$ cat config.mk
export PLATFORM = sky130hd
export DESIGN_NAME = uepa_ep0_tx
export DESIGN_NICKNAME = d
export VERILOG_FILES = /design/src/rtl/uepa_link_buffer.v /design/src/rtl/uepa_ep0_tx.v
export VERILOG_INCLUDE_DIRS = /design/src /design/src/rtl
export SDC_FILE = /design/constraint.sdc
export NUM_CORES = 1
export LEC_CHECK = 0
export BUFFER_PORTS_ARGS = -buffer_cell sky130_fd_sc_hd__buf_2
export CORE_UTILIZATION = 58
export DETAILED_ROUTE_END_ITERATION = 6
export GPL_TIMING_DRIVEN = 0
export HOLD_SLACK_MARGIN = 0.05
export PLACE_DENSITY = 0.92
export SYNTH_ARGS = -nofsm -noshare
export SYNTH_HDL_FRONTEND = slang
export SYNTH_SLANG_ARGS = --single-unit
$ cat constraint.sdc
create_clock -name clock -period 3.1 [get_ports clock]
set_input_delay 0.155 -clock clock [delete_from_list [all_inputs] [get_ports clock]]
set_output_delay 0.155 -clock clock [all_outputs]
set_load 0.02 [all_outputs]
$ cat src/rtl/uepa_consts.vh
`ifndef UEPA_CONSTS_VH
`define UEPA_CONSTS_VH

// Register addresses on the plain register port.
`define UEPA_ADDR_FUNC_ADDR 32'h50001800
`define UEPA_ADDR_EP0_CTRL 32'h50001840
`define UEPA_ADDR_EP0_TXDATA 32'h50001842
`define UEPA_ADDR_EP0_TXSTAT 32'h50001844
`define UEPA_ADDR_EP0_TXCMD 32'h50001846

// Function address register fields.
`define UEPA_FAR_ENABLE_BIT 7
`define UEPA_FAR_RESET 8'h00

// Endpoint 0 control register fields.
`define UEPA_CTRL_STALL_BIT 7
`define UEPA_CTRL_DEFAULT_BIT 6
`define UEPA_CTRL_RESET 2'h0

// Transmit command register fields.
`define UEPA_CMD_IGNORE_IN_BIT 4
`define UEPA_CMD_FLUSH_BIT 3
`define UEPA_CMD_TOGGLE_BIT 2
`define UEPA_CMD_ENABLE_BIT 0

// Transmit status register fields.
`define UEPA_STAT_ACK_BIT 6
`define UEPA_STAT_DONE_BIT 5

// Transmit FIFO and link.
`define UEPA_FIFO_DEPTH 4'h8
`define UEPA_LINK_WIDTH 9
`define UEPA_PID_DATA0 8'hc3
`define UEPA_PID_DATA1 8'h4b
`define UEPA_PID_STALL 8'h1e
`define UEPA_CRC_INIT 16'hffff
`define UEPA_CRC_POLY 16'ha001
`define UEPA_DEFAULT_ADDR 7'h00
`define UEPA_EP0_NUMBER 4'h0

`endif

$ cat src/rtl/uepa_link_buffer.v
`include "uepa_consts.vh"
`default_nettype none

// Two-entry buffer between the packet sequencer and the link serializer.
module uepa_link_buffer (
    // Clock and reset
    input wire clock,
    input wire reset,
    // Filling side
    input wire inValid,
    input wire [`UEPA_LINK_WIDTH-1:0] inData,
    output wire inReady,
    // Draining side
    output wire outValid,
    output wire [`UEPA_LINK_WIDTH-1:0] outData,
    input wire outReady
);
    reg [`UEPA_LINK_WIDTH-1:0] entry0;
    reg [`UEPA_LINK_WIDTH-1:0] entry1;
    reg [1:0] fill;
    reg readPtr;
    reg writePtr;
    wire push;
    wire pop;

    assign inReady = (fill != 2'h2);
    assign outValid = (fill != 2'h0);
    assign outData = readPtr ? entry1 : entry0;
    assign push = inValid && inReady;
    assign pop = outValid && outReady;

    always @(posedge clock) begin
        if (reset) begin
            entry0 <= {`UEPA_LINK_WIDTH{1'b0}};
            entry1 <= {`UEPA_LINK_WIDTH{1'b0}};
            fill <= 2'h0;
            readPtr <= 1'b0;
            writePtr <= 1'b0;
        end else begin
            if (push && !writePtr) begin
                entry0 <= inData;
            end
            if (push && writePtr) begin
                entry1 <= inData;
            end
            if (push) begin
                writePtr <= ~writePtr;
            end
            if (pop) begin
                readPtr <= ~readPtr;
            end
            if (push && !pop) begin
                fill <= fill + 2'h1;
            end else if (pop && !push) begin
                fill <= fill - 2'h1;
            end
        end
    end
endmodule

`default_nettype wire

$ cat src/rtl/uepa_ep0_tx.v
// Operation
// - With default select set, answer address zero on endpoint zero, regardless of the function address field.
// - Hardware clears default select once an IN data packet is sent.
// - The assigned address is not used while the address transfer is running.
// - The assigned address matches right after the address transfer finishes.
// - The endpoint number field reads zero; writes to it are ignored.
// - Hardware generates the packet identifier and CRC16 around the payload.
// - Transmit enable with an empty FIFO sends a packet without payload.
// - The reported free count never exceeds eight bytes.
`include "uepa_consts.vh"
`default_nettype none

module uepa_ep0_tx (
    // Clock and reset
    input wire clock,
    input wire reset,
    // Register port
    input wire [31:0] regAddr,
    input wire [15:0] regWriteData,
    input wire regWrite,
    input wire regRead,
    output reg [15:0] regReadData,
    // Token decoder
    input wire usbBusReset,
    input wire inToken,
    input wire [6:0] tokenAddress,
    input wire [3:0] tokenEndpoint,
    input wire hostAck,
    // Link serializer
    output wire linkValid,
    output wire [7:0] linkByte,
    output wire linkLast,
    input wire linkReady,
    // Status toward the controller
    output wire addressMatch,
    output wire [6:0] functionAddress
);
    localparam ST_IDLE = 3'h0;
    localparam ST_PID = 3'h1;
    localparam ST_DATA = 3'h2;
    localparam ST_CRCLO = 3'h3;
    localparam ST_CRCHI = 3'h4;
    localparam ST_STALL = 3'h5;

    reg [7:0] functionAddressRegister;
    reg stallBit;
    reg defaultAddrFlag;
    reg txEnable;
    reg toggleBit;
    reg ignoreIn;
    reg flushPending;
    reg txDone;
    reg ackStatus;
    reg [7:0] fifoMem [0:7];
    reg [2:0] fifoWrPtr;
    reg [2:0] fifoRdPtr;
    reg [3:0] fifoCount;
    reg [2:0] state;
    reg [15:0] crc;
    reg pushValid;
    reg [7:0] pushByte;
    reg pushLast;
    wire pushReady;
    wire [`UEPA_LINK_WIDTH-1:0] linkWord;
    wire wrCtrl;
    wire wrData;
    wire wrCmd;
    wire rdStat;
    wire fifoWrite;
    wire fifoPop;
    wire startTx;
    wire packetEnd;
    wire [4:0] freeCount;

    // Byte-wise USB CRC16, reflected polynomial, least significant bit first.
    function [15:0] crcStep;
        input [15:0] crcIn;
        input [7:0] dataIn;
        integer i;
        reg [15:0] c;
        begin
            c = crcIn;
            for (i = 0; i < 8; i = i + 1) begin
                c = (c[0] ^ dataIn[i]) ? ((c >> 1) ^ `UEPA_CRC_POLY) : (c >> 1);
            end
            crcStep = c;
        end
    endfunction

    assign wrCtrl = regWrite && (regAddr == `UEPA_ADDR_EP0_CTRL);
    assign wrData = regWrite && (regAddr == `UEPA_ADDR_EP0_TXDATA);
    assign wrCmd = regWrite && (regAddr == `UEPA_ADDR_EP0_TXCMD);
    assign rdStat = regRead && (regAddr == `UEPA_ADDR_EP0_TXSTAT);
    assign functionAddress = functionAddressRegister[6:0];

    // While the default flag stands only address zero answers, so the address
    // transfer finishes on the old address; its IN packet drops the flag.
    assign addressMatch = (tokenEndpoint == `UEPA_EP0_NUMBER) &&
        (defaultAddrFlag ? (tokenAddress == `UEPA_DEFAULT_ADDR) :
        (functionAddressRegister[`UEPA_FAR_ENABLE_BIT] &&
        (tokenAddress == functionAddressRegister[6:0])));

    assign startTx = (state == ST_IDLE) && inToken && addressMatch && txEnable && !ignoreIn;
    assign packetEnd = pushReady && ((state == ST_CRCHI) || (state == ST_STALL));
    // Bytes arriving into a full FIFO are dropped; firmware must watch the free count.
    // A bus reset may empty the FIFO under a running packet, so popping stops at zero.
    assign fifoWrite = wrData && (fifoCount != `UEPA_FIFO_DEPTH);
    assign fifoPop = (state == ST_DATA) && pushReady && (fifoCount != 4'h0);
    assign freeCount = {1'b0, `UEPA_FIFO_DEPTH - fifoCount};

    always @* begin
        pushValid = 1'b0;
        pushByte = 8'h00;
        pushLast = 1'b0;
        case (state)
            ST_PID: begin
                pushValid = 1'b1;
                pushByte = toggleBit ? `UEPA_PID_DATA1 : `UEPA_PID_DATA0;
            end
            ST_DATA: begin
                pushValid = 1'b1;
                pushByte = fifoMem[fifoRdPtr];
            end
            ST_CRCLO: begin
                pushValid = 1'b1;
                pushByte = ~crc[7:0];
            end
            ST_CRCHI: begin
                pushValid = 1'b1;
                pushByte = ~crc[15:8];
                pushLast = 1'b1;
            end
            ST_STALL: begin
                pushValid = 1'b1;
                pushByte = `UEPA_PID_STALL;
                pushLast = 1'b1;
            end
            default: pushValid = 1'b0;
        endcase
    end

    always @(posedge clock) begin
        if (reset) begin
            state <= ST_IDLE;
            crc <= `UEPA_CRC_INIT;
        end else begin
            case (state)
                ST_IDLE: begin
                    if (startTx) begin
                        state <= stallBit ? ST_STALL : ST_PID;
                    end
                    crc <= `UEPA_CRC_INIT;
                end
                ST_PID: begin
                    if (pushReady) begin
                        // An empty FIFO goes straight to the CRC: zero-length packet.
                        state <= (fifoCount == 4'h0) ? ST_CRCLO : ST_DATA;
                    end
                end
                ST_DATA: begin
                    if (pushReady) begin
                        crc <= crcStep(crc, pushByte);
                        if (fifoCount <= 4'h1 && !fifoWrite) begin
                            state <= ST_CRCLO;
                        end
                    end
                end
                ST_CRCLO: begin
                    if (pushReady) begin
                        state <= ST_CRCHI;
                    end
                end
                ST_CRCHI, ST_STALL: begin
                    if (pushReady) begin
                        state <= ST_IDLE;
                    end
                end
                default: state <= ST_IDLE;
            endcase
        end
    end

    // FIFO pointers; a flush waits until the running packet has left.
    always @(posedge clock) begin
        if (reset || usbBusReset || (flushPending && state == ST_IDLE)) begin
            fifoWrPtr <= 3'h0;
            fifoRdPtr <= 3'h0;
            fifoCount <= 4'h0;
            flushPending <= 1'b0;
        end else begin
            if (wrCmd && regWriteData[`UEPA_CMD_FLUSH_BIT]) begin
                flushPending <= 1'b1;
            end
            if (fifoWrite) begin
                fifoWrPtr <= fifoWrPtr + 3'h1;
            end
            if (fifoPop) begin
                fifoRdPtr <= fifoRdPtr + 3'h1;
            end
            if (fifoWrite && !fifoPop) begin
                fifoCount <= fifoCount + 4'h1;
            end else if (fifoPop && !fifoWrite) begin
                fifoCount <= fifoCount - 4'h1;
            end
        end
    end
    genvar g;
    generate
        for (g = 0; g < 8; g = g + 1) begin : fifoEntry
            localparam [2:0] ENTRY_INDEX = g;
            always @(posedge clock) begin
                if (reset) begin
                    fifoMem[g] <= 8'h00;
                end else if (fifoWrite && fifoWrPtr == ENTRY_INDEX) begin
                    fifoMem[g] <= regWriteData[7:0];
                end
            end
        end
    endgenerate

    // Control and status registers; hardware sets win over software clears.
    always @(posedge clock) begin
        if (reset || usbBusReset) begin
            functionAddressRegister <= `UEPA_FAR_RESET;
            stallBit <= 1'b0;
            defaultAddrFlag <= 1'b0;
            txEnable <= 1'b0;
            toggleBit <= 1'b0;
            ignoreIn <= 1'b0;
            txDone <= 1'b0;
            ackStatus <= 1'b0;
        end else begin
            if (regWrite && regAddr == `UEPA_ADDR_FUNC_ADDR) begin
                functionAddressRegister <= regWriteData[7:0];
            end
            if (wrCtrl) begin
                stallBit <= regWriteData[`UEPA_CTRL_STALL_BIT];
                defaultAddrFlag <= regWriteData[`UEPA_CTRL_DEFAULT_BIT];
            end
            if (wrCmd) begin
                txEnable <= regWriteData[`UEPA_CMD_ENABLE_BIT];
                toggleBit <= regWriteData[`UEPA_CMD_TOGGLE_BIT];
                ignoreIn <= regWriteData[`UEPA_CMD_IGNORE_IN_BIT];
            end
            if (rdStat) begin
                txDone <= 1'b0;
                ackStatus <= 1'b0;
            end
            if (hostAck) begin
                ackStatus <= 1'b1;
            end
            if (packetEnd) begin
                txEnable <= 1'b0;
                txDone <= 1'b1;
            end
            if (pushReady && state == ST_CRCHI) begin
                defaultAddrFlag <= 1'b0;
            end
        end
    end

    // Read data stand in the cycle after the read strobe.
    always @(posedge clock) begin
        if (reset) begin
            regReadData <= 16'h0000;
        end else if (regRead) begin
            case (regAddr)
                `UEPA_ADDR_FUNC_ADDR: regReadData <= {8'h00, functionAddressRegister};
                `UEPA_ADDR_EP0_CTRL: regReadData <= {8'h00, stallBit, defaultAddrFlag,
                    6'h00};
                `UEPA_ADDR_EP0_TXSTAT: regReadData <= {9'h000, ackStatus, txDone, freeCount};
                `UEPA_ADDR_EP0_TXCMD: regReadData <= {11'h000, ignoreIn, 1'b0, toggleBit,
                    1'b0, txEnable};
                default: regReadData <= 16'h0000;
            endcase
        end else begin
            regReadData <= 16'h0000;
        end
    end

    uepa_link_buffer linkBuffer (
        .clock(clock),
        .reset(reset),
        .inValid(pushValid),
        .inData({pushLast, pushByte}),
        .inReady(pushReady),
        .outValid(linkValid),
        .outData(linkWord),
        .outReady(linkReady)
    );

    assign linkByte = linkWord[7:0];
    assign linkLast = linkWord[8];
endmodule

`default_nettype wire

==> results of run 1 <==
final timing paths:
kind,from,end,slack [ns]
worst max register to register,register,crc[0],0.06
worst max-delay path,register,crc[0],0.06
worst min register to register,flushPending,flushPending,0.49
worst min-delay path,regRead,ackStatus,0.1
timing repair:
action,4_1_cts,5_1_grt
setup buffers,1,1
hold buffers,2,0
gates resized for setup,4,14
setup endpoints to repair,1,1
cloned,0,0
endpoints found under the hold margin,2,0
cell usage after synthesis, types with 15 or more instances:
cell type,number,area share (%)
nor2_1,85,4.4
dfxtp_1,78,21
edfxtp_1,64,26
and3_1,46,4.0
and2_1,29,2.5
mux2i_1,26,3.6
xor2_1,22,2.7
clkbuf_1,21,1.1
nand2_1,21,1.1
xnor2_1,18,2.2
nor3_1,17,1.2
a211oi_1,16,1.7
a21oi_1,16,1.1
buf_4,16,1.7
ha_1,15,2.6
worst max-delay path: stages, from the launching register on:
cell and delay [ns]:
dfxtp_1 0.32, buf_6 0.16, buf_12 0.16, buf_6 0.17, mux4_2 0.34, mux2i_2 0.24
o221a_2 0.25, nor2_1 0.06, mux2_4 0.32, xnor2_4 0.18, xnor3_2 0.29, xor3_1 0.19
o31a_1 0.24
where the power goes:
part | leakage [nW] | internal (W) | switching (W)
registers | 1.25 | 0.00211 | 0.000101
logic | 1.90 | 0.000614 | 0.000911
clock network | 0.277 | 0.00113 | 0.000876
layer usage:
metal	vias to the layer above	track usage [%]
li1	2652	-
met1	2798	38.12
met2	338	51.99
met3	53	7.917
met4	0	10.82
met5	-	0
final cells by class:
type / instances / area (µm²) / share of cell area [%]
flip-flops and latches: 142 / 3485 / 40.50
repair buffers: 87 / 450.4 / 5.236
well taps: 168 / 210.2 / 2.443
multi-input cells: 477 / 3528 / 41.01
clock inverters: 15 / 153.9 / 1.789
inverters: 10 / 37.54 / 0.4363
plain buffers: 49 / 312.8 / 3.636
clock buffers: 17 / 425.4 / 4.945
flip-flops by register name (all words and copies together), names as in the netlist, 2 cells and up, named ones only:
name                     flops
regReadData                  8
fifoWrPtr                    3
linkBuffer.entry0            9
functionAddressRegister      8
linkBuffer.fill              2
linkBuffer.entry1            9
fifoRdPtr                    3
state                        3
fifoMem                     64
crc                         16
fifoCount                    4
cells by family after synthesis:
logic type | after synthesis | share of synthesized area [%]
simple gates | 261 | 19.22
mux | 52 | 9.628
fa+ha+maj | 15 | 2.584
compound gates | 97 | 9.697
buf+inv | 59 | 4.788
flops | 142 | 47.95
other cells | 1 | 0.05162
xor+xnor | 44 | 6.080
cells in the final DEF (no fill, tap or decap), types with 17 or more instances in the layout:
cell and n:
xor2_1 22, buf_4 18, mux2i_1 24, clkbuf_1 19, and2_1 29, and3_1 46
nor3_1 17, buf_2 86, nor2_1 84, nand2_1 21, xnor2_1 17, clkbuf_16 17
dfxtp_1 77, edfxtp_1 64
through the flow:
stage	std cells	total power (W)	setup TNS (ns)	hold slack (ns)	instance area [µm²]
final	965	0.005736	0	0.09644	8603
after global placement	929	0.003583	0	0.3960	7916
after CTS	964	0.005658	0	0.07624	8548
after floorplan	678	0.003276	0	0.2724	7291
after detailed placement	929	0.003637	-0.02841	0.3960	7916
after global routing	965	0.005940	-0.05733	0.1106	8603
==> out/results.tsv, run 1 <==
stage	metric	value	unit
setup_path	required time of the critical path	3.42	ns
place	GPL Wtd Cong	0.9031	
timing	setup ws final	0.06398	ns
routing	WL/cell	19.82	µm
logic_synthesis	Seq cells post-synth	142	
routing	First DRT Iteration DRCs	731	
final_layout	layout cells sized above 1	25.72	%
run	MaxCap Viol Count	0	
setup_path	R2R depth	12	
die	I/O pins	101	
global_route	vias in the first global route	5642	
logic_synthesis	Synthesis Warnings	0	
timing	FMAX	0.3294	GHz
clock_tree	CTS tree	built	
routing	drt via density	6.053	
routing	Vias	5841	
clock_tree	Clock Latency Late Sink	0.43	ns
timing	Finish-stage setup viols	0	
final_layout	Fillers	852	
setup_path	CP Capture Type	register	
logic_synthesis	Post-synth EDFFs	64	
pwr	PwrDens	666.8	mW/mm²
global_route	largest net degree at the start of global routing	17	
global_route	All-Layer GR Usage	30.68	%
logic_synthesis	synthesized area	0.007264	mm²
routing	Routed Antenna Nets	0	
worst_hold_path	Hold Path Class	input port to register	
run_status	status	finished clean	
final_layout	post-layout util	71.03	%
global_route	initial antenna violation count	0	
die	core area	0.01211	mm²
global_route	global-route wire length before repair	29720	µm
routing	DRC violations left	0	
pwr	VDD IR max	0.4162	mV
routing	aggregate routed wire length	19120	µm
final_layout	Final Net Count	866	
routing	first-pass iteration count of the detailed router	6	
setup_path	crit start category	register	
routing	top sig layer	met4	
place	DP Worst Slack	-0.02841	ns
logic_synthesis	ys flop type	dfxtp_1	
logic_synthesis	Seq/Total Area, Yosys	47.95	%
die	starting density of the core	59.98	%
clock_tree	root buffer cell	clkbuf_16	
setup_path	CP Class	register to register	
clock_tree	CTS Sinks	142	
timing	Slew @ Worst Pin	1.056	ns
setup_path	WP data arrival	3.35	ns
final_layout	Area growth syn-to-layout	18.43	%
place	Port Buffers	83	
timing	min cycle time layout	3.036	ns
place	Final HPWL DP	12880	µm
global_route	Remaining Overflow, GRT	0	
worst_hold_path	worst hold stages	4	
routing	wire length on met2	9500	µm
timing	max-slew violations	0	
die	die width	113.9	µm
die	num rows	40	
die	chip height	113.9	µm
logic_synthesis	ys async rst share	0	%
routing	met3 WL	1571	µm
clock_tree	Num CTS Buffers	17	
clock_tree	H-tree lvl count	4	
timing	fin crit share	97.94	%
clock_tree	maximum clock path buffer count	2	
clock_tree	Reg clk slew, reported paths	0.06	ns
routing	M1 WL	7579	µm
logic_synthesis	Gate Count Post-Synth	671	
final_layout	Ant. Diodes	0	
setup_path	maximum fanout along the worst path	10	
timing	final hold violation count	0	
timing	relative slew slack	29.04	%
die	DIE AREA	0.01298	mm²
pwr	P_leak	3.424	nW
timing	Fin Clk Skew	0.01324	ns
logic_synthesis	syn_area_per_cell	10.83	µm²
logic_synthesis	Cell variety after synth	74	
Power figures use the tool's default switching activity.
==> inputs of run 2 (changes only) <==
Settings changed: CORE_ASPECT_RATIO set to 1.4.
==> run 2 against run 1 <==
Effect of this change: first-iteration DRC count shrank 34%; non-clock buffer count grew 4; setup slack lost 0.041 ns; cell area grew 0.61%; fmax shrank 1.3%; clock skew shrank 0.0047 ns; sequential share of layout area shrank 0.25 points; sequential cell count is the same; critical endpoint unchanged.
==> out/results.tsv, run 2 (same netlist as run 1, synthesis figures left out) <==
stage	metric	value	unit
pwr	VDD IR max	0.4211	mV
clock_tree	Clock Latency Late Sink	0.43	ns
clock_tree	H-tree lvl count	4	
final_layout	Ant. Diodes	0	
timing	final hold violation count	0	
setup_path	WP data arrival	3.40	ns
clock_tree	CTS Sinks	142	
timing	setup ws final	0.02312	ns
run	MaxCap Viol Count	0	
timing	min cycle time layout	3.077	ns
die	core area	0.01225	mm²
clock_tree	root buffer cell	clkbuf_16	
setup_path	delay-heaviest family, CP	XOR/XNOR gates	
timing	max-slew violations	0	
final_layout	Final Net Count	870	
place	Port Buffers	83	
setup_path	CP Cell Sequence	buf_6 -> mux4_2 -> nor2_2 -> o31ai_4 -> xor2_2 -> mux2_4 -> xnor2_4 -> xnor3_2 -> xor3_1 -> o31a_1	
setup_path	crit start category	register	
routing	DRC violations left	0	
die	DIE AREA	0.01298	mm²
timing	FMAX	0.3250	GHz
final_layout	Layout Cells excl Fill	951	
pwr	PwrDens	675.5	mW/mm²
timing	relative slew slack	36.85	%
global_route	vias in the first global route	5674	
final_layout	layout cells sized above 1	26.34	%
routing	drt via density	6.183	
pwr	P_leak	3.450	nW
global_route	All-Layer GR Usage	30.91	%
routing	aggregate routed wire length	19770	µm
clock_tree	maximum clock path buffer count	2	
die	starting density of the core	59.29	%
place	DP Worst Slack	-0.1867	ns
setup_path	slowest stage delay, CP	0.58	ns
global_route	largest net degree at the start of global routing	17	
setup_path	CP Class	register to register	
global_route	global-route wire length before repair	29250	µm
timing	fin crit share	99.25	%
place	GPL Wtd Cong	0.8778	
global_route	initial antenna violation count	0	
die	num rows	48	
place	cell count after placement	911	
final_layout	Regs by FF count	fifoMem: 64 flops, crc: 16 flops	
routing	First DRT Iteration DRCs	484	
die	I/O pins	101	
final_layout	Area growth syn-to-layout	19.15	%
timing	Finish-stage setup viols	0	
die	die width	96.59	µm
routing	WL/cell	20.78	µm
timing	Fin Hold WS	0.06300	ns
place	Final HPWL DP	13240	µm
worst_hold_path	Hold Path Class	input port to register	
setup_path	maximum fanout along the worst path	6	
routing	Vias	5880	
routing	first-pass iteration count of the detailed router	7	
setup_path	Slowest cell on crit path	mux4_2	
final_layout	Top reg by flops	fifoMem	
routing	Routed Antenna Nets	0	
timing	Fin Clk Skew	0.008498	ns
final_layout	leading cell type in the layout, fill and taps excluded	buf_2	
final_layout	max reg flops	64	
clock_tree	CTS tree	built	
run_status	status	finished clean	
final_layout	Fillers	822	
setup_path	Worst Path Buf+Inv	1	
clock_tree	Num CTS Buffers	17	
global_route	Remaining Overflow, GRT	0	
timing	Slew @ Worst Pin	0.9401	ns
clock_tree	Reg clk slew, reported paths	0.07	ns
setup_path	CP Capture Type	register	
final_layout	commonest non-fill, non-tap cells in the layout	buf_2, nor2_1, dfxtp_1, edfxtp_1, and3_1	
die	chip height	134.4	µm
setup_path	required time of the critical path	3.43	ns
run 2: cell count changes in the layout (fill, tap and decap cells not counted), moves of 2 or more:
cell      before  now
o22ai_4        0    2
clkinv_4       2    4
inv_8          2    0
buf_4         18   23
nor4_4         2    0
nor4_2         0    2
run 2: repair_timing:
item / 4_1_cts / 5_1_grt
resized for setup: 2 / 22
hold buffers: 1 / 0
hold endpoints to repair: 1 / 0
pin swaps: 2 / 7
endpoints found under the setup margin: 1 / 4
buffers inserted: 2 / 5
run 2: where the power goes:
| part | total (W) | internal, W | switching [W] |
|---|---|---|---|
| Sequential | 0.00221 | 0.00211 | 0.0000988 |
| Clock | 0.00204 | 0.00119 | 0.000848 |
| Combinational | 0.00160 | 0.000656 | 0.000944 |
run 2: per-layer routing:
metal | part of all wire (%) | up-vias | global-route usage (%)
li1 | - | 2645 | -
met1 | 36 | 2812 | 34.04
met2 | 51 | 333 | 52.82
met3 | 7.0 | 90 | 7.143
met4 | 5.7 | 0 | 18.63
met5 | 0 | - | 0
run 2: final cells by class:
class	instances	area, µm²	share of cell area (%)
Buffer	49	319.1	3.686
Clock inverter	15	161.4	1.865
Timing Repair Buffer	91	478.0	5.522
Clock buffer	17	425.4	4.915
Multi-Input combinational cell	477	3562	41.15
Tap cell	150	187.7	2.168
Sequential cell	142	3485	40.26
Inverter	10	37.54	0.4337
run 2: path summary, 6_finish.rpt:
kind                               start         to  slack [ns]  cells past startpoint
worst max-delay path            register     crc[0]        0.02                     10
worst min-delay path             regRead  ackStatus        0.06                      4
worst max register to register  register     crc[0]        0.02                     10
worst min register to register  stallBit   stallBit        0.48                      2
run 2: worst register-to-register path: stages (launching register included):
cell,delay [ns]
dfxtp_1,0.32
buf_6,0.14
mux4_2,0.58
nor2_2,0.21
o31ai_4,0.14
xor2_2,0.23
mux2_4,0.35
xnor2_4,0.14
xnor3_2,0.42
xor3_1,0.19
o31a_1,0.24
run 2: per-stage QoR:
step                      instance area, µm²  util (%)  setup TNS [ns]  total power [W]
after floorplan                         7291         -               0         0.003276
after global placement                  7894     64.43         -0.1395         0.003596
after detailed placement                7894     64.43         -0.1867         0.003636
after CTS                               8517     69.52               0         0.005695
after global routing                    8656     70.65        -0.05671         0.006061
final                                   8656     70.65               0         0.005847
